File: src/design/rsw_pkg.sv
// constants for the reset supervisor with watchdog
// assumes a single 40 MHz system clock and no software-visible registers
// What this block does
// - power-fail active holds both reset outputs active.
// - after power-fail clears, resets stay active at least 250 ms.
// - pushbutton counts as pressed only when low.
// - pushbutton is debounced; a press yields resets of at least 250 ms.
// - pushbutton 250 ms stretch starts when the button returns high.
// - resets go active when kick is not seen within the period.
// - period select: low 150 ms, float 600 ms, high 1.2 s.
// - watchdog count starts from full period when resets go inactive.
// - a falling kick edge before expiry restarts the full period.
// - watchdog expiry drives resets active at least 250 ms.
// - two resets always together: active high, and active-low open drain.
// - watchdog cannot be disabled.
// - resets active within 20 ms of the button becoming stably low.
package rsw_pkg;
    // =====================================================================
    // timing
    localparam int unsigned CLK_HZ        = 40_000_000;
    localparam int unsigned STRETCH_MS    = 250;
    localparam int unsigned DEBOUNCE_MS   = 10;
    localparam int unsigned WD_SHORT_MS   = 150;
    localparam int unsigned WD_MID_MS     = 600;
    localparam int unsigned WD_LONG_MS    = 1200;
    localparam int unsigned STRETCH_CYC   = STRETCH_MS * (CLK_HZ / 1000);
    localparam int unsigned DEBOUNCE_CYC  = DEBOUNCE_MS * (CLK_HZ / 1000);
    localparam int unsigned WD_SHORT_CYC  = WD_SHORT_MS * (CLK_HZ / 1000);
    localparam int unsigned WD_MID_CYC    = WD_MID_MS * (CLK_HZ / 1000);
    localparam int unsigned WD_LONG_CYC   = WD_LONG_MS * (CLK_HZ / 1000);
    localparam int unsigned CNT_W         = 26;

    // =====================================================================
    // period select encoding of the three-level input
    typedef enum logic [1:0] {
        RSW_SEL_GND   = 2'h0,
        RSW_SEL_FLOAT = 2'h1,
        RSW_SEL_VCC   = 2'h2
    } rsw_sel_t;

    // reset sequencer states, gray along hold -> stretch -> run
    typedef enum logic [1:0] {
        RSW_HOLD    = 2'h0,
        RSW_STRETCH = 2'h1,
        RSW_RUN     = 2'h3
    } rsw_state_t;
endpackage : rsw_pkg

File: src/design/rsw_supervisor.sv
// reset supervisor: power-fail, debounced pushbutton and watchdog reset causes
// assumes power_fail is synchronous to clk_sys; button and kick are asynchronous
`timescale 1ns/1ps
module rsw_supervisor
    import rsw_pkg::*;
#(
    parameter int unsigned STRETCH_CYCLES  = STRETCH_CYC,
    parameter int unsigned DEBOUNCE_CYCLES = DEBOUNCE_CYC,
    parameter int unsigned WD_SHORT_CYCLES = WD_SHORT_CYC,
    parameter int unsigned WD_MID_CYCLES   = WD_MID_CYC,
    parameter int unsigned WD_LONG_CYCLES  = WD_LONG_CYC
) (
    input  wire logic       clk_sys,
    input  wire logic       rst_b,
    input  wire logic       power_fail,
    input  wire logic       pushbutton_reset_n,
    input  wire logic       kick_input_n,
    input  wire logic [1:0] watchdog_period_select,
    output logic            reset_out,
    output logic            reset_out_n_o,
    output logic            reset_out_n_oe
);

    // =====================================================================
    // helpers
    function automatic logic [CNT_W-1:0] wd_period(input logic [1:0] sel);
        case (sel)
            RSW_SEL_GND:   wd_period = CNT_W'(WD_SHORT_CYCLES);
            RSW_SEL_FLOAT: wd_period = CNT_W'(WD_MID_CYCLES);
            RSW_SEL_VCC:   wd_period = CNT_W'(WD_LONG_CYCLES);
            default:       wd_period = CNT_W'(WD_MID_CYCLES);
        endcase
    endfunction : wd_period

    // =====================================================================
    // input synchronisers
    logic [1:0] pb_sync;
    logic [1:0] kick_sync;
    logic       kick_prev;
    logic [1:0] next_pb_sync;
    logic [1:0] next_kick_sync;
    logic       next_kick_prev;
    logic       kick_fall;

    always_comb begin
        next_pb_sync   = {pb_sync[0], pushbutton_reset_n};
        next_kick_sync = {kick_sync[0], kick_input_n};
        next_kick_prev = kick_sync[1];
    end

    always_ff @(posedge clk_sys or negedge rst_b) begin
        if (!rst_b) begin
            pb_sync   <= 2'h3;
            kick_sync <= 2'h3;
            kick_prev <= 1'b1;
        end else begin
            pb_sync   <= next_pb_sync;
            kick_sync <= next_kick_sync;
            kick_prev <= next_kick_prev;
        end
    end

    assign kick_fall = kick_prev & ~kick_sync[1];

    // =====================================================================
    // pushbutton debounce: level must hold for the debounce time to count
    logic             pb_pressed;
    logic [CNT_W-1:0] db_cnt;
    logic             next_pb_pressed;
    logic [CNT_W-1:0] next_db_cnt;

    always_comb begin
        next_pb_pressed = pb_pressed;
        next_db_cnt     = '0;
        // low means pressed, high released
        if ((~pb_sync[1]) != pb_pressed) begin
            if (db_cnt >= CNT_W'(DEBOUNCE_CYCLES - 1)) begin
                next_pb_pressed = ~pb_sync[1];
            end else begin
                next_db_cnt = db_cnt + CNT_W'(1);
            end
        end
    end

    always_ff @(posedge clk_sys or negedge rst_b) begin
        if (!rst_b) begin
            pb_pressed <= 1'b0;
            db_cnt     <= '0;
        end else begin
            pb_pressed <= next_pb_pressed;
            db_cnt     <= next_db_cnt;
        end
    end

    // =====================================================================
    // reset sequencer and watchdog
    // one shared stretch counter: any cause reloads it, so the release is
    // always a full stretch after the last cause clears
    rsw_state_t       state;
    logic [CNT_W-1:0] cnt;
    logic             rst_act;
    rsw_state_t       next_state;
    logic [CNT_W-1:0] next_cnt;
    logic             next_rst_act;
    logic             hold_cause;

    // pushbutton holds until released, so its stretch begins on release
    assign hold_cause = power_fail | pb_pressed;

    always_comb begin
        next_state   = state;
        next_cnt     = cnt;
        next_rst_act = 1'b1;
        case (state)
            RSW_HOLD: begin
                next_cnt = CNT_W'(STRETCH_CYCLES - 1);
                if (!hold_cause) begin
                    next_state = RSW_STRETCH;
                end
            end
            RSW_STRETCH: begin
                if (hold_cause) begin
                    next_state = RSW_HOLD;
                end else if (cnt == '0) begin
                    next_state   = RSW_RUN;
                    next_cnt     = wd_period(watchdog_period_select) - CNT_W'(1);
                    next_rst_act = 1'b0;
                end else begin
                    next_cnt = cnt - CNT_W'(1);
                end
            end
            RSW_RUN: begin
                next_rst_act = 1'b0;
                // watchdog always runs here; there is no disable path
                if (hold_cause) begin
                    next_state   = RSW_HOLD;
                    next_rst_act = 1'b1;
                end else if (kick_fall) begin
                    next_cnt = wd_period(watchdog_period_select) - CNT_W'(1);
                end else if (cnt == '0) begin
                    next_state   = RSW_STRETCH;
                    next_cnt     = CNT_W'(STRETCH_CYCLES - 1);
                    next_rst_act = 1'b1;
                end else begin
                    next_cnt = cnt - CNT_W'(1);
                end
            end
            default: begin
                next_state = RSW_HOLD;
                next_cnt   = CNT_W'(STRETCH_CYCLES - 1);
            end
        endcase
    end

    always_ff @(posedge clk_sys or negedge rst_b) begin
        if (!rst_b) begin
            state   <= RSW_HOLD;
            cnt     <= '0;
            rst_act <= 1'b1;
        end else begin
            state   <= next_state;
            cnt     <= next_cnt;
            rst_act <= next_rst_act;
        end
    end

    // =====================================================================
    // outputs: both resets from registers so they move on the same edge
    logic next_reset_out;
    logic next_reset_out_n_oe;

    always_comb begin
        next_reset_out      = next_rst_act;
        next_reset_out_n_oe = next_rst_act;
    end

    always_ff @(posedge clk_sys or negedge rst_b) begin
        if (!rst_b) begin
            reset_out      <= 1'b1;
            reset_out_n_o  <= 1'b0;
            reset_out_n_oe <= 1'b1;
        end else begin
            reset_out      <= next_reset_out;
            reset_out_n_o  <= 1'b0;
            reset_out_n_oe <= next_reset_out_n_oe;
        end
    end

endmodule : rsw_supervisor

File: config.mk
export PLATFORM = sky130hd
export DESIGN_NAME = rsw_supervisor
export DESIGN_NICKNAME = d
export VERILOG_FILES = /design/src/design/rsw_pkg.sv /design/src/design/rsw_supervisor.sv
export SDC_FILE = /design/constraint.sdc
export NUM_CORES = 1
export LEC_CHECK = 0
export ABC_AREA = 0
export BUFFER_PORTS_ARGS = -buffer_cell sky130_fd_sc_hd__buf_2
export CAP_MARGIN = 10
export CORE_MARGIN = 5
export CORE_UTILIZATION = 25
export CTS_CLUSTER_DIAMETER = 80
export DETAILED_ROUTE_END_ITERATION = 10
export PLACE_DENSITY_LB_ADDON = 0.25
export RECOVER_POWER = 50
export SYNTH_ARGS = -nofsm -noshare
export SYNTH_HDL_FRONTEND = slang
export SYNTH_SLANG_ARGS = --single-unit
File: constraint.sdc
create_clock -name clk_sys -period 2.47 [get_ports clk_sys]
set_input_delay 0.494 -clock clk_sys [delete_from_list [all_inputs] [get_ports clk_sys]]
set_output_delay 0.494 -clock clk_sys [all_outputs]
set_load 0.01 [all_outputs]
# Yosys cells after proc, flatten, opt, wreduce, memory -nomap -nowiden
# Cells that the tools add are included.
dict set report op_classes {
  order_cmp 1
  bitwise_logic 4
  n_reduce_logical 6
  n_mux 28
  n_addsub 4
  n_eq_ne 10
}
# cell n
set ops {}
lappend ops {{$mux 26} 13}
lappend ops {{$pmux 26 s2} 2}
lappend ops {{$sub 26x1->26 const B} 3}
lappend ops {{$add 26x1->26 const B} 1}
lappend ops {{$ge 26x19->1 const B} 1}
lappend ops {{$logic_not 26->1} 1}
lappend ops {{$mux 2} 6}
lappend ops {{$ne 3x3->1 const B} 3}
lappend ops {{$ne 2x2->1 const B} 3}
lappend ops {{$pmux 2 s3} 1}
lappend ops {{$mux 1} 5}
lappend ops {{$eq 2x2->1 const B} 2}
lappend ops {{$logic_not 2->1} 2}
lappend ops {{$reduce_and 2->1} 2}
lappend ops {{$reduce_and 4->1} 1}
lappend ops {{$eq 2x1->1 const B} 1}
lappend ops {{$not 1->1} 2}
lappend ops {{$pmux 1 s2} 1}
lappend ops {{$and 1x1->1} 1}
lappend ops {{$ne 1x1->1} 1}
lappend ops {{$or 1x1->1} 1}
dict set report totals {
  ff_bits 61
  output_inout_bits 3
}

# Depth between registers and ports, before layout
# Gate-level depths: netlist (run 1).
dict set report depth {
  depth_word 9
  mapped_depth 9
}

# Worst setup path after synthesis (run 1)
# Ideal clock, no wire load.
dict set report synth_path {
  kind {register -> register}
  from {register cnt[0]}
  to {register cnt[18]}
  arrival_time_ps 2065
  setup_slack_ps 284
  required_time_ps 2349
  stages_incl_launch_ff 9
  n_path_buf 0
  path_cell_list {dfrtp_1 -> inv_1 -> ha_1 -> nor4b_1 -> and4_1 -> and2_4 -> nor2_1 -> a41o_1 -> a22o_1}
}
dict set report synth_via {
  elab_chain_len 5
  word_cells_on_any_way 8
  cone_classes {1 x add/sub; 6 x mux; 1 x reduce/logical}
}
# item line_no
set synth_rtl {}
lappend synth_rtl {{from (decl)} rsw_supervisor.sv:100} ;# logic [CNT_W-1:0] cnt;
lappend synth_rtl {{from (signal assigned)} rsw_supervisor.sv:162} ;# cnt <= next_cnt;
lappend synth_rtl {{$sub 26x1->26 or $logic_not 26->1 (tied branches)} -}
lappend synth_rtl {{$mux 26} rsw_supervisor.sv:140} ;# end else if (cnt == '0) begin
lappend synth_rtl {{$mux 26} rsw_supervisor.sv:138} ;# end else if (kick_fall) begin
lappend synth_rtl {{$mux 26} rsw_supervisor.sv:135} ;# if (hold_cause) begin
lappend synth_rtl {{$pmux 26 s2 (*)} rsw_supervisor.sv:114} ;# case (state)
# Every way passes the cells marked *; elsewhere a longest branch is shown, timed or not. The select of a mux whose other input is x is not followed.
# A chain may end at the register's enable or synchronous reset.

# Worst setup path in the final report (run 1)
dict set report layout_path {
  from {register cnt[8]}
  to {register cnt[11]}
}
# The elaborated chain is that of the path after synthesis.

==> results.tsv, run 1 <==
stage	metric	value	unit
drt	routed-via-count	3004	
sta	fin_setup_tns	0	ns
global_routing	grt-ovfl-total	0	
global_routing	grt_pass1_wl	15200	microns
power	power_switching_share	23.5	%
clock_tree	clock-root-buffer	clkbuf_16	
global_routing	grt_max_degree	46	
sta	slew_headroom	26.5	%
drt	postRouteAntennaNets	0	
worst_setup_path	crit_path_end_kind	register	
logic_synthesis	ys_ff_latch	61	
place	dpl.hpwl	6740	microns
global_routing	grt_pass1_vias	2877	
logic_synthesis	ys_seq_area_share	44.9	%
die	rows	42	
finish	fin_area	4130	sq um
worst_setup_path	cp_max_fo	9	
worst_setup_path	worstPathArrival	2.56	ns
die	die_h	127	microns
power	powerDensity	583	nW/um^2
power	p_sw	564	uW
worst_setup_path	regToRegEndpoint	cnt[11]$_DFFE_PN0P_	
place	port_buffers	8	
hold_path	holdPathStages	1	
clock_tree	cts_resized	0	
clock_tree	cts-buffers-inserted	9	
logic_synthesis	synth_commonest_cells	55 x dfrtp_1, 54 x nor2_1, 36 x nand2_1, 17 x a21oi_1, 17 x o21ai_0	
sta	slew_violations	0	
logic_synthesis	avgSynthCellArea	9.16	sq um
drt	vias_per_cell	5.05	
logic_synthesis	netlist_area	3420	sq um
hold_path	hp-class	input pin to register	
outcome	run_status	finished clean	
finish	layout-drive-gt1-share	16.7	%
logic_synthesis	syn-instance-count	373	
logic_synthesis	synth.most_common_cell	dfrtp_1	
finish	seq_area	1530	sq um
global_routing	antenna_found_initial	0	
finish	final.fill_count	1443	
power	peakVddDrop	0.436	mV
logic_synthesis	synthDistinctLibCells	64	
global_routing	grt_util_all_layers	11.8	%
hold_path	min_to	pb_sync[0]$_DFF_PN1_	
drt	drt_iter0_drc	282	
clock_tree	clkLatencyLatePin	0.33	ns
drt	remaining_drc_errors	0	
clock_tree	cts_sinks	61	
power	comb_power_share	5.5	%
clock_tree	cts_hold_buf	0	
clock_tree	ctsLongestPathBuffers	2	
worst_setup_path	r2r_slack	0.13	ns
power	clkPwrFrac	51.3	%
sta	fmax	0.428	GHz
logic_synthesis	ys_async_sr_fraction	100	%
clock_tree	cts_setup_buffers	0	
die	die_area	16100	sq um
sta	rsz0062_at_grt	no	
worst_setup_path	r2r_start	cnt[8]$_DFFE_PN0P_	
power	pwr-share-seq	43.2	%
sta	hold_viol_final	0	
power	p_int	1840	uW
drt	drt-total-wl	9190	microns
die	start_util	25.6	%
sta	clock_skew	0.00551	ns
clock_tree	path_clk_slew	0.06	ns
worst_setup_path	startpoint_type	register	
die	pin_count	10	
power	p_leak	0.00164	uW
drt	avgRoutedWirePerCell	15.5	microns
sta	worst_pin_slew	1.10	ns
finish	syn2layout_area_growth	20.8	%
sta	min_period	2.34	ns
logic_synthesis	yosys.area.top_type	dfrtp_1	
place	gp_congestion	0.886	
worst_setup_path	rr_worst_depth	6	
sta	setup_violations	0	
place	postPlaceCellArea	3840	sq um
hold_path	min_from	pushbutton_reset_n	
logic_synthesis	yosysTopAreaCellShare	40.3	%
finish	final_nets	424	
clock_tree	h-tree-depth	3	
worst_setup_path	crit_type	register to register	
worst_setup_path	crit_start	cnt[8]$_DFFE_PN0P_	
clock_tree	tritoncts	yes	
logic_synthesis	ys_warn_count	0	
drt	dr.pass1.iters	5	
worst_setup_path	worstPathRequired	2.69	ns
logic_synthesis	synth-edff-count	0	
logic_synthesis	synthTopCellsByArea	dfrtp_1 40%, nor2_1 5.9%, dfstp_2 4.6%	
sta	whs	0.263	ns
logic_synthesis	ys.flop_type	dfrtp_1	
finish	multi_input_area	1820	sq um
sta	fin_crit_sh	94.6	%
die	die_w	127	microns
finish	n_antenna_cell	0	
flow_run	maxCapViolCount	0	
die	core	13300	sq um
-- worst max-delay path by stage --
stage | endpoint | slack, ns | depth (start not counted)
after floorplan | cnt[18]$_DFFE_PN0P_ | 0.28 | 8
after global placement | cnt[11]$_DFFE_PN0P_ | 0.13 | 6
after detailed placement | cnt[11]$_DFFE_PN0P_ | 0.13 | 6
after CTS | cnt[11]$_DFFE_PN0P_ | 0.13 | 6
after global routing | cnt[10]$_DFFE_PN0P_ | 0.02 | 6
final | cnt[11]$_DFFE_PN0P_ | 0.13 | 6
-- power groups by stage --
stage	Sequential, uW	Combinational (uW)	Clock [uW]
2_1_floorplan	1050	69.6	0
3_3_place_gp	1060	138	0
3_5_place_dp	1060	137	0
4_1_cts	1040	138	1270
5_1_grt	1040	149	1320
6_report	1040	132	1230
-- routing by layer --
layer / vias to the layer above / track usage [%] / wire length (microns)
met1: 1456 / 16.2 / 4320
li1: 1430 / - / -
met5: - / 0 / 0
met2: 97 / 17.8 / 4140
met4: 0 / 4.23 / 213
met3: 21 / 3.19 / 513
-- worst max-delay path, stage by stage (launching register included) --
cell     delay, ns
dfrtp_1       0.43
or4_4         0.58
nor3b_4       0.36
nand2_2       0.21
nand3_1       0.19
o21ai_0       0.14
a211o_1       0.30
-- through the flow --
stage | setup WS, ns | utilization (%) | power (uW) | instances
2_1_floorplan | 0.284 | - | 1120 | 380
3_3_place_gp | 0.130 | 28.8 | 1200 | 577
3_5_place_dp | 0.130 | 28.8 | 1200 | 577
4_1_cts | 0.129 | 30.9 | 2450 | 593
5_1_grt | 0.0177 | 30.9 | 2510 | 595
6_report | 0.133 | 30.9 | 2410 | 595
-- cell usage in the layout, fill, tap and decap left out, types with 7 or more instances in the layout --
cell type,netlist,layout
dfrtp_1,55,55
nor2_1,54,54
nand2_1,36,36
buf_4,2,26
a21oi_1,17,17
o21ai_0,17,17
xor2_1,15,15
nor3_1,14,14
xnor2_1,13,13
nand3_1,12,12
inv_1,9,9
clkbuf_16,0,9
nand4_1,8,8
conb_1,1,8
and3_1,7,7
buf_2,0,7
-- flip-flops by register name, indices dropped and copies added (netlist names) --
signal,cells
reset_out_n_oe,1
state,2
pb_sync,2
pb_pressed,1
cnt,26
kick_prev,1
kick_sync,2
db_cnt,26
-- cells by family (layout without fill, tap and decap cells) --
logic type	after synthesis	count (layout)	synth area share, %
and+or+nand+nor	175	175	26.9
AOI/OAI and AO/OA	79	79	15.6
DFF	61	61	44.9
xor gates and xnor gates	28	28	7.18
buffers and inverters	21	60	2.75
muxes	5	5	1.50
adders and majority gates	3	3	1.10
other	1	8	0.110
-- area by class of cell --
class | instances | area share (%)
clock buffer | 11 | 5.64
clock inverter | 5 | 1.27
inverter | 9 | 0.818
multi-input combinational | 298 | 44.0
sequential | 61 | 37.2
tap | 176 | 5.33
timing repair buffer | 35 | 5.79
No activity file was read; power rests on OpenSTA's default activity.
==> run 2: changes to the inputs <==
ABC_AREA = 1   (was 0)
==> run 2 against run 1 <==
  * Non-clock buffer count shrank 22
  * Register-to-register slack better by 0.28 ns
  * Critical endpoint is now cnt[14]$_DFFE_PN0P_
  * Clock power is 14% higher
  * Largest cell class unchanged
  * Die area up 8.7%
  * Global-route usage is 0.21 points lower
  * Area after synthesis increased by 9.4%
  * Critical path depth up 5
  * Critical path type unchanged
  * Fmax is 14% higher
==> results.tsv, run 2 <==
stage	metric	value	unit	change
logic_synthesis	ys_warn_count	0		unchanged
finish	n_antenna_cell	0		unchanged
place	dpl.hpwl	7320	microns	was 6740 microns
sta	setup_slack	0.413	ns	was 0.133 ns
sta	clock_skew	0.00625	ns	was 0.00551 ns
logic_synthesis	synthTopCellsByArea	dfrtp_1 37%, nand2_1 14%, nor2_1 7.9%		was dfrtp_1 40%, nor2_1 5.9%, dfstp_2 4.6%
finish	fin_cells	737		was 595
worst_setup_path	worstPathArrival	2.27	ns	was 2.56 ns
drt	avgRoutedWirePerCell	13.4	microns	was 15.5 microns
global_routing	grt_pass1_wl	16400	microns	was 15200 microns
power	p_leak	0.00202	uW	was 0.00164 uW
worst_setup_path	worstPathRequired	2.68	ns	was 2.69 ns
global_routing	grt_max_degree	40		was 46
global_routing	grt_pass1_vias	3325		was 2877
worst_setup_path	critPathSlowestCell	dfrtp_1		was or4_4
power	p_sw	616	uW	was 564 uW
finish	layout-drive-gt1-share	11.0	%	was 16.7%
flow_run	maxCapViolCount	0		unchanged
sta	worst_pin_slew	1.45	ns	was 1.10 ns
finish	syn2layout_area_growth	16.2	%	was 20.8%
logic_synthesis	ys_ff_latch	61		unchanged
drt	remaining_drc_errors	0		unchanged
clock_tree	tritoncts	yes		unchanged
die	core	14600	sq um	was 13300 sq um
finish	final_common_cell	nand2_1		was dfrtp_1
worst_setup_path	crit_path_max_incr_delay	0.38	ns	was 0.58 ns
clock_tree	path_clk_slew	0.06	ns	about the same
sta	min_period	2.06	ns	was 2.34 ns
logic_synthesis	synthDistinctLibCells	40		was 64
drt	dr.pass1.iters	5		unchanged
logic_synthesis	syn-instance-count	528		was 373
power	power_switching_share	23.7	%	was 23.5%
sta	hold_viol_final	0		unchanged
clock_tree	cts_setup_buffers	0		unchanged
finish	fin_area	4340	sq um	was 4130 sq um
worst_setup_path	critPathTopFamily	simple AND/OR/NAND/NOR gates		unchanged
global_routing	grt_util_all_layers	11.6	%	was 11.8%
sta	slew_violations	0		unchanged
worst_setup_path	crit_type	register to register		unchanged
sta	setup_violations	0		unchanged
die	pin_count	10		unchanged
drt	drt_iter0_drc	261		was 282
worst_setup_path	crit_chain	inv_1 > ha_1 > inv_1 > nor2_1 > nand3_1 > nor2_1 > nand3_2 > nand3_1 > nand2_1 > a21oi_1 > a21oi_1		was or4_4 > nor3b_4 > nand2_2 > nand3_1 > o21ai_0 > a211o_1
die	die_h	132	microns	was 127 microns
sta	slew_headroom	3.28	%	was 26.5%
logic_synthesis	yosysTopAreaCellShare	36.8	%	was 40.3%
finish	largestRegisters	cnt x26, db_cnt x26		unchanged
logic_synthesis	ys_async_sr_fraction	100	%	unchanged
outcome	run_status	finished clean		unchanged
clock_tree	clkLatencyLatePin	0.34	ns	was 0.33 ns
logic_synthesis	ys.flop_type	dfrtp_1		unchanged
logic_synthesis	synth-edff-count	0		unchanged
finish	final_nets	558		was 424
place	gp_congestion	0.883		was 0.886
drt	routed-via-count	3469		was 3004
logic_synthesis	yosys.area.top_type	dfrtp_1		unchanged
worst_setup_path	cp_max_fo	14		was 9
power	total_power	2610	uW	was 2410 uW
sta	fmax	0.486	GHz	was 0.428 GHz
global_routing	antenna_found_initial	0		unchanged
clock_tree	cts_resized	0		unchanged
power	peakVddDrop	0.431	mV	was 0.436 mV
worst_setup_path	startpoint_type	register		unchanged
logic_synthesis	netlist_area	3740	sq um	was 3420 sq um
clock_tree	clock-root-buffer	clkbuf_16		unchanged
place	postPlaceCellArea	4030	sq um	was 3840 sq um
finish	final.fill_count	1568		was 1443
drt	postRouteAntennaNets	0		unchanged
die	rows	44		was 42
sta	rsz0062_at_grt	no		unchanged
logic_synthesis	avgSynthCellArea	7.08	sq um	was 9.16 sq um
die	die_area	17500	sq um	was 16100 sq um
place	pre_cts_ws	0.421	ns	was 0.130 ns
global_routing	grt-ovfl-total	0		unchanged
drt	vias_per_cell	4.71		was 5.05
place	dpl.cell_count	721		was 577
hold_path	hp-class	input pin to register		unchanged
worst_setup_path	critPathBufInv	2		was 0
worst_setup_path	crit_path_end_kind	register		unchanged
sta	fin_crit_sh	83.3	%	was 94.6%
power	comb_power_share	6.1	%	was 5.5%
power	pwr-share-seq	40.4	%	was 43.2%
logic_synthesis	ys_seq_area_share	41.0	%	was 44.9%
power	p_int	1990	uW	was 1840 uW
clock_tree	cts_sinks	61		unchanged
clock_tree	cts-buffers-inserted	9		unchanged
clock_tree	cts_hold_buf	0		unchanged
die	die_w	132	microns	was 127 microns
logic_synthesis	synth_commonest_cells	144 x nand2_1, 79 x nor2_1, 59 x inv_1, 55 x dfrtp_1, 44 x nand3_1		was 55 x dfrtp_1, 54 x nor2_1, 36 x nand2_1, 17 x a21oi_1, 17 x o21ai_0
clock_tree	h-tree-depth	3		unchanged
place	port_buffers	8		unchanged
finish	multi_input_area	1950	sq um	was 1820 sq um
power	clkPwrFrac	53.6	%	was 51.3%
die	start_util	25.6	%	about the same
clock_tree	ctsLongestPathBuffers	2		unchanged
power	powerDensity	600	nW/um^2	was 583 nW/um^2
logic_synthesis	synth.most_common_cell	nand2_1		was dfrtp_1
drt	drt-total-wl	9880	microns	was 9190 microns
sta	fin_setup_tns	0	ns	unchanged
finish	final_cell_mix	144 x nand2_1, 79 x nor2_1, 59 x inv_1, 55 x dfrtp_1, 44 x nand3_1		was 55 x dfrtp_1, 54 x nor2_1, 36 x nand2_1, 26 x buf_4
finish	seq_area	1530	sq um	unchanged
[run 2: cell types whose count changed in the layout (fill, tap and decap cells not counted), sizes merged, moves of 6 or more]
cell    delta
xnor2     -11
nor3       -6
a21oi      +8
a211oi     -6
inv       +52
nand3     +35
buf       -22
nor2      +39
or4        -6
nand2    +113
[run 2: final timing paths]
check / slack (ns) / cells past startpoint / from / to
max: 0.41 / 11 / cnt[0]$_DFFE_PN0P_ / cnt[14]$_DFFE_PN0P_
min: 0.26 / 1 / kick_input_n / kick_sync[0]$_DFF_PN1_
max reg2reg: 0.41 / 11 / cnt[0]$_DFFE_PN0P_ / cnt[14]$_DFFE_PN0P_
min reg2reg: 0.35 / 0 / pb_sync[0]$_DFF_PN1_ / pb_sync[1]$_DFF_PN1_
max in group asynchronous: 0.62 / 2 / rst_b / pb_sync[1]$_DFF_PN1_
min in group asynchronous: 0.49 / 1 / rst_b / cnt[21]$_DFFE_PN0P_
[run 2: cell families after synthesis]
logic type	count (synthesis)	synth area share, %
other	1	0.100
AND/OR/NAND/NOR	325	39.1
XOR/XNOR	16	3.75
flip-flops	61	41.0
buffers and inverters	71	7.66
AO/OA/AOI/OAI	51	7.39
adder cells (fa/ha/maj)	3	1.00
[run 2: layer usage]
layer	GRT usage, %	share of wire (%)	vias up
met5	0	0	-
met4	3.62	1.5	0
met3	3.09	5.2	15
met2	18.6	46	87
met1	15.2	47	1644
li1	-	-	1723
[run 2: power by group through the flow]
stage | combinational [uW] | sequential [uW] | clock (uW)
CTS | 163 | 1050 | 1440
floorplan | 98.9 | 1060 | 0
finish | 159 | 1050 | 1400
global route | 182 | 1050 | 1480
detailed placement | 163 | 1070 | 0
global placement | 163 | 1070 | 0
[run 2: area by class of cell]
cell class | count | share of cell area (%)
clock buffer | 10 | 5.50
clock inverter | 6 | 2.16
inverter | 60 | 5.18
timing repair buffer | 13 | 1.76
multi-input combinational | 403 | 44.8
tap | 184 | 5.30
sequential | 61 | 35.3
[run 2: worst reg2reg max path, stage by stage (launching register included)]
cell,delay [ns]
dfrtp_1,0.38
inv_1,0.12
ha_1,0.23
inv_1,0.05
nor2_1,0.08
nand3_1,0.06
nor2_1,0.15
nand3_2,0.32
nand3_1,0.23
nand2_1,0.07
a21oi_1,0.16
a21oi_1,0.09
[run 2: metrics by stage]
stage / hold slack (ns) / util (%)
after CTS: 0.203 / 29.9
after detailed placement: 0.347 / 27.6
after global routing: 0.236 / 29.8
after floorplan: 0.198 / -
after global placement: 0.347 / 27.6
final: 0.257 / 29.8
==> run 3: changes to the inputs <==
clock period = 1.9 ns   (was 2.47 ns; I/O delays follow)
==> run 3 against run 2 <==
  * Critical path type unchanged
  * Cell area is 12% higher
  * Largest cell class unchanged
  * First-iteration DRC count is 5.4% higher
  * Clock power grew 17%
  * Critical path depth increased by 2
  * Clock skew rose by 0.0022 ns
  * Highest routed layer unchanged
  * Non-clock buffer count rose by 52
  * Worst setup slack lost 0.41 ns
  * Via count up 5.7%
  * Count of clock-buffer cells in the layout is 1 higher
  * Fmax rose by 8.5%
  * Total power up 25%
==> results.tsv, run 3 (synthesis gave the netlist of run 2 again) <==
stage	metric	value	unit	change
drt	drt-total-wl	10800	microns	was 9880 microns
clock_tree	cts_sinks	61		unchanged
sta	fin_crit_sh	99.8	%	was 83.3%
drt	remaining_drc_errors	0		unchanged
finish	final_cell_mix	134 x nand2_1, 66 x nor2_1, 55 x inv_1, 55 x buf_4, 53 x dfrtp_1		was 144 x nand2_1, 79 x nor2_1, 59 x inv_1, 55 x dfrtp_1, 44 x nand3_1
flow_run	maxCapViolCount	0		unchanged
global_routing	grt-ovfl-total	0		unchanged
drt	routed-via-count	3668		was 3469
worst_setup_path	startpoint_type	register		unchanged
place	dpl.hpwl	8000	microns	was 7320 microns
sta	fin_setup_tns	0	ns	unchanged
sta	whs	0.139	ns	was 0.257 ns
die	start_util	25.6	%	unchanged
finish	layout-drive-gt1-share	25.8	%	was 11.0%
finish	syn2layout_area_growth	30.4	%	was 16.2%
clock_tree	tritoncts	yes		unchanged
worst_setup_path	r2r_start	cnt[1]$_DFFE_PN0P_		was cnt[0]$_DFFE_PN0P_
global_routing	antenna_found_initial	0		unchanged
worst_setup_path	crit_type	register to register		unchanged
place	port_buffers	8		unchanged
clock_tree	h-tree-depth	3		unchanged
hold_path	hp-class	input pin to register		unchanged
sta	slew_headroom	7.12	%	was 3.28%
drt	wl_met1	5050	microns	was 4630 microns
clock_tree	path_clk_slew	0.06	ns	about the same
sta	hold_viol_final	0		unchanged
sta	worst_pin_slew	1.39	ns	was 1.45 ns
global_routing	grt_max_degree	62		was 40
global_routing	grt_util_all_layers	12.5	%	was 11.6%
die	die_w	132	microns	unchanged
drt	postRouteAntennaNets	0		unchanged
global_routing	grt_pass1_vias	3573		was 3325
worst_setup_path	cp_max_fo	7		was 14
worst_setup_path	regToRegEndpoint	cnt[9]$_DFFE_PN0P_		was cnt[14]$_DFFE_PN0P_
power	total_power	3260	uW	was 2610 uW
clock_tree	cts-buffers-inserted	9		unchanged
power	peakVddDrop	0.404	mV	was 0.431 mV
worst_setup_path	crit_start	cnt[1]$_DFFE_PN0P_		was cnt[0]$_DFFE_PN0P_
die	rows	44		unchanged
die	pin_count	10		unchanged
clock_tree	ctsLongestPathBuffers	2		unchanged
sta	setup_violations	0		unchanged
finish	n_antenna_cell	0		unchanged
clock_tree	clkLatencyLatePin	0.34	ns	about the same
die	die_area	17500	sq um	unchanged
finish	final_nets	610		was 558
sta	rsz0062_at_grt	yes		was no
worst_setup_path	rr_worst_depth	13		was 11
place	gp_congestion	0.915		was 0.883
sta	clock_skew	0.00846	ns	was 0.00625 ns
drt	routed.top_layer	met4		unchanged
global_routing	grt_pass1_wl	17900	microns	was 16400 microns
worst_setup_path	worstPathArrival	2.11	ns	was 2.27 ns
outcome	run_status	finished clean		unchanged
drt	drt_iter0_drc	275		was 261
finish	final_common_cell	nand2_1		unchanged
clock_tree	clock-root-buffer	clkbuf_16		unchanged
finish	final.fill_count	1540		was 1568
die	die_h	132	microns	unchanged
finish	largestRegisters	cnt x26, db_cnt x26		unchanged
drt	wl_met2	5010	microns	was 4590 microns
drt	avgRoutedWirePerCell	13.7	microns	was 13.4 microns
sta	min_period	1.90	ns	was 2.06 ns
drt	dr.pass1.iters	5		unchanged
worst_setup_path	r2r_slack	0.004	ns	was 0.41 ns
die	core	14600	sq um	unchanged
power	powerDensity	669	nW/um^2	was 600 nW/um^2
drt	met3WireLength	516	microns	was 512 microns
sta	slew_violations	0		unchanged
worst_setup_path	crit_path_end_kind	register		unchanged
drt	vias_per_cell	4.65		was 4.71
worst_setup_path	cp-endpoint	cnt[9]$_DFFE_PN0P_		was cnt[14]$_DFFE_PN0P_
worst_setup_path	worstPathRequired	2.11	ns	was 2.68 ns
sta	fmax	0.528	GHz	was 0.486 GHz
power	p_leak	0.00229	uW	was 0.00202 uW
run 3: cell count changes in the layout (fill, tap and decap cells not counted), sizes merged:
cell,previous run,this run
bufinv,2,0
clkbuf,12,11
inv,61,62
buf,11,65
run 3: where the power goes:
part / internal (uW) / switching, uW / total (uW)
Combinational: 89.4 / 174 / 263
Sequential: 1340 / 22.5 / 1360
Clock: 968 / 671 / 1640
run 3: worst min-delay path by stage:
stage / from / to / slack (ns) / depth (start not counted)
2_1_floorplan: rst_b / cnt[0]$_DFFE_PN0P_ / 0.08 / 0
3_5_place_dp: pb_sync[0]$_DFF_PN1_ / pb_sync[1]$_DFF_PN1_ / 0.35 / 0
3_3_place_gp: kick_sync[0]$_DFF_PN1_ / kick_sync[1]$_DFF_PN1_ / 0.35 / 0
6_report: pushbutton_reset_n / pb_sync[0]$_DFF_PN1_ / 0.14 / 1
5_1_grt: pushbutton_reset_n / pb_sync[0]$_DFF_PN1_ / 0.13 / 1
4_1_cts: rst_b / cnt[4]$_DFFE_PN0P_ / 0.07 / 2
run 3: what timing repair did:
item | in CTS | in global routing
pin swaps | 0 | 19
hold buffers | 0 | 0
resized for setup | 2 | 52
setup endpoints to repair | 3 | 30
setup buffers | 0 | 3
run 3: metal layers:
metal,global-route usage (%),up-vias
li1,-,1819
met2,19.8,93
met5,0,-
met3,2.90,14
met4,3.56,0
met1,17.1,1742
run 3: area by class of cell:
class / instances / area [sq um] / share of cell area [%]
Timing Repair Buffer: 65 / 469 / 9.62
Clock buffer: 11 / 253 / 5.18
Inverter: 60 / 225 / 4.62
Sequential cell: 61 / 1540 / 31.5
Clock inverter: 5 / 42.5 / 0.872
Tap cell: 184 / 230 / 4.72
Multi-Input combinational cell: 403 / 2120 / 43.5
run 3: critical path, stage by stage (launching register included):
cell,delay [ns]
dfrtp_1,0.38
inv_2,0.08
ha_4,0.14
inv_2,0.03
nor2_2,0.11
nand3_2,0.10
nor2_4,0.15
inv_2,0.08
nor2_8,0.19
nand2_4,0.07
o21ai_4,0.22
nor2_4,0.07
nand2_1,0.07
o21ai_1,0.06
run 3: stage by stage:
stage	setup WS (ns)	utilization, %	cells	cell area (sq um)
2_1_floorplan	0.239	-	535	3770
5_1_grt	-0.110	33.4	789	4880
3_3_place_gp	-0.0159	30.1	770	4390
4_1_cts	0.0153	32.2	786	4690
6_report	0.00428	33.4	789	4880
3_5_place_dp	0.00239	30.1	770	4390
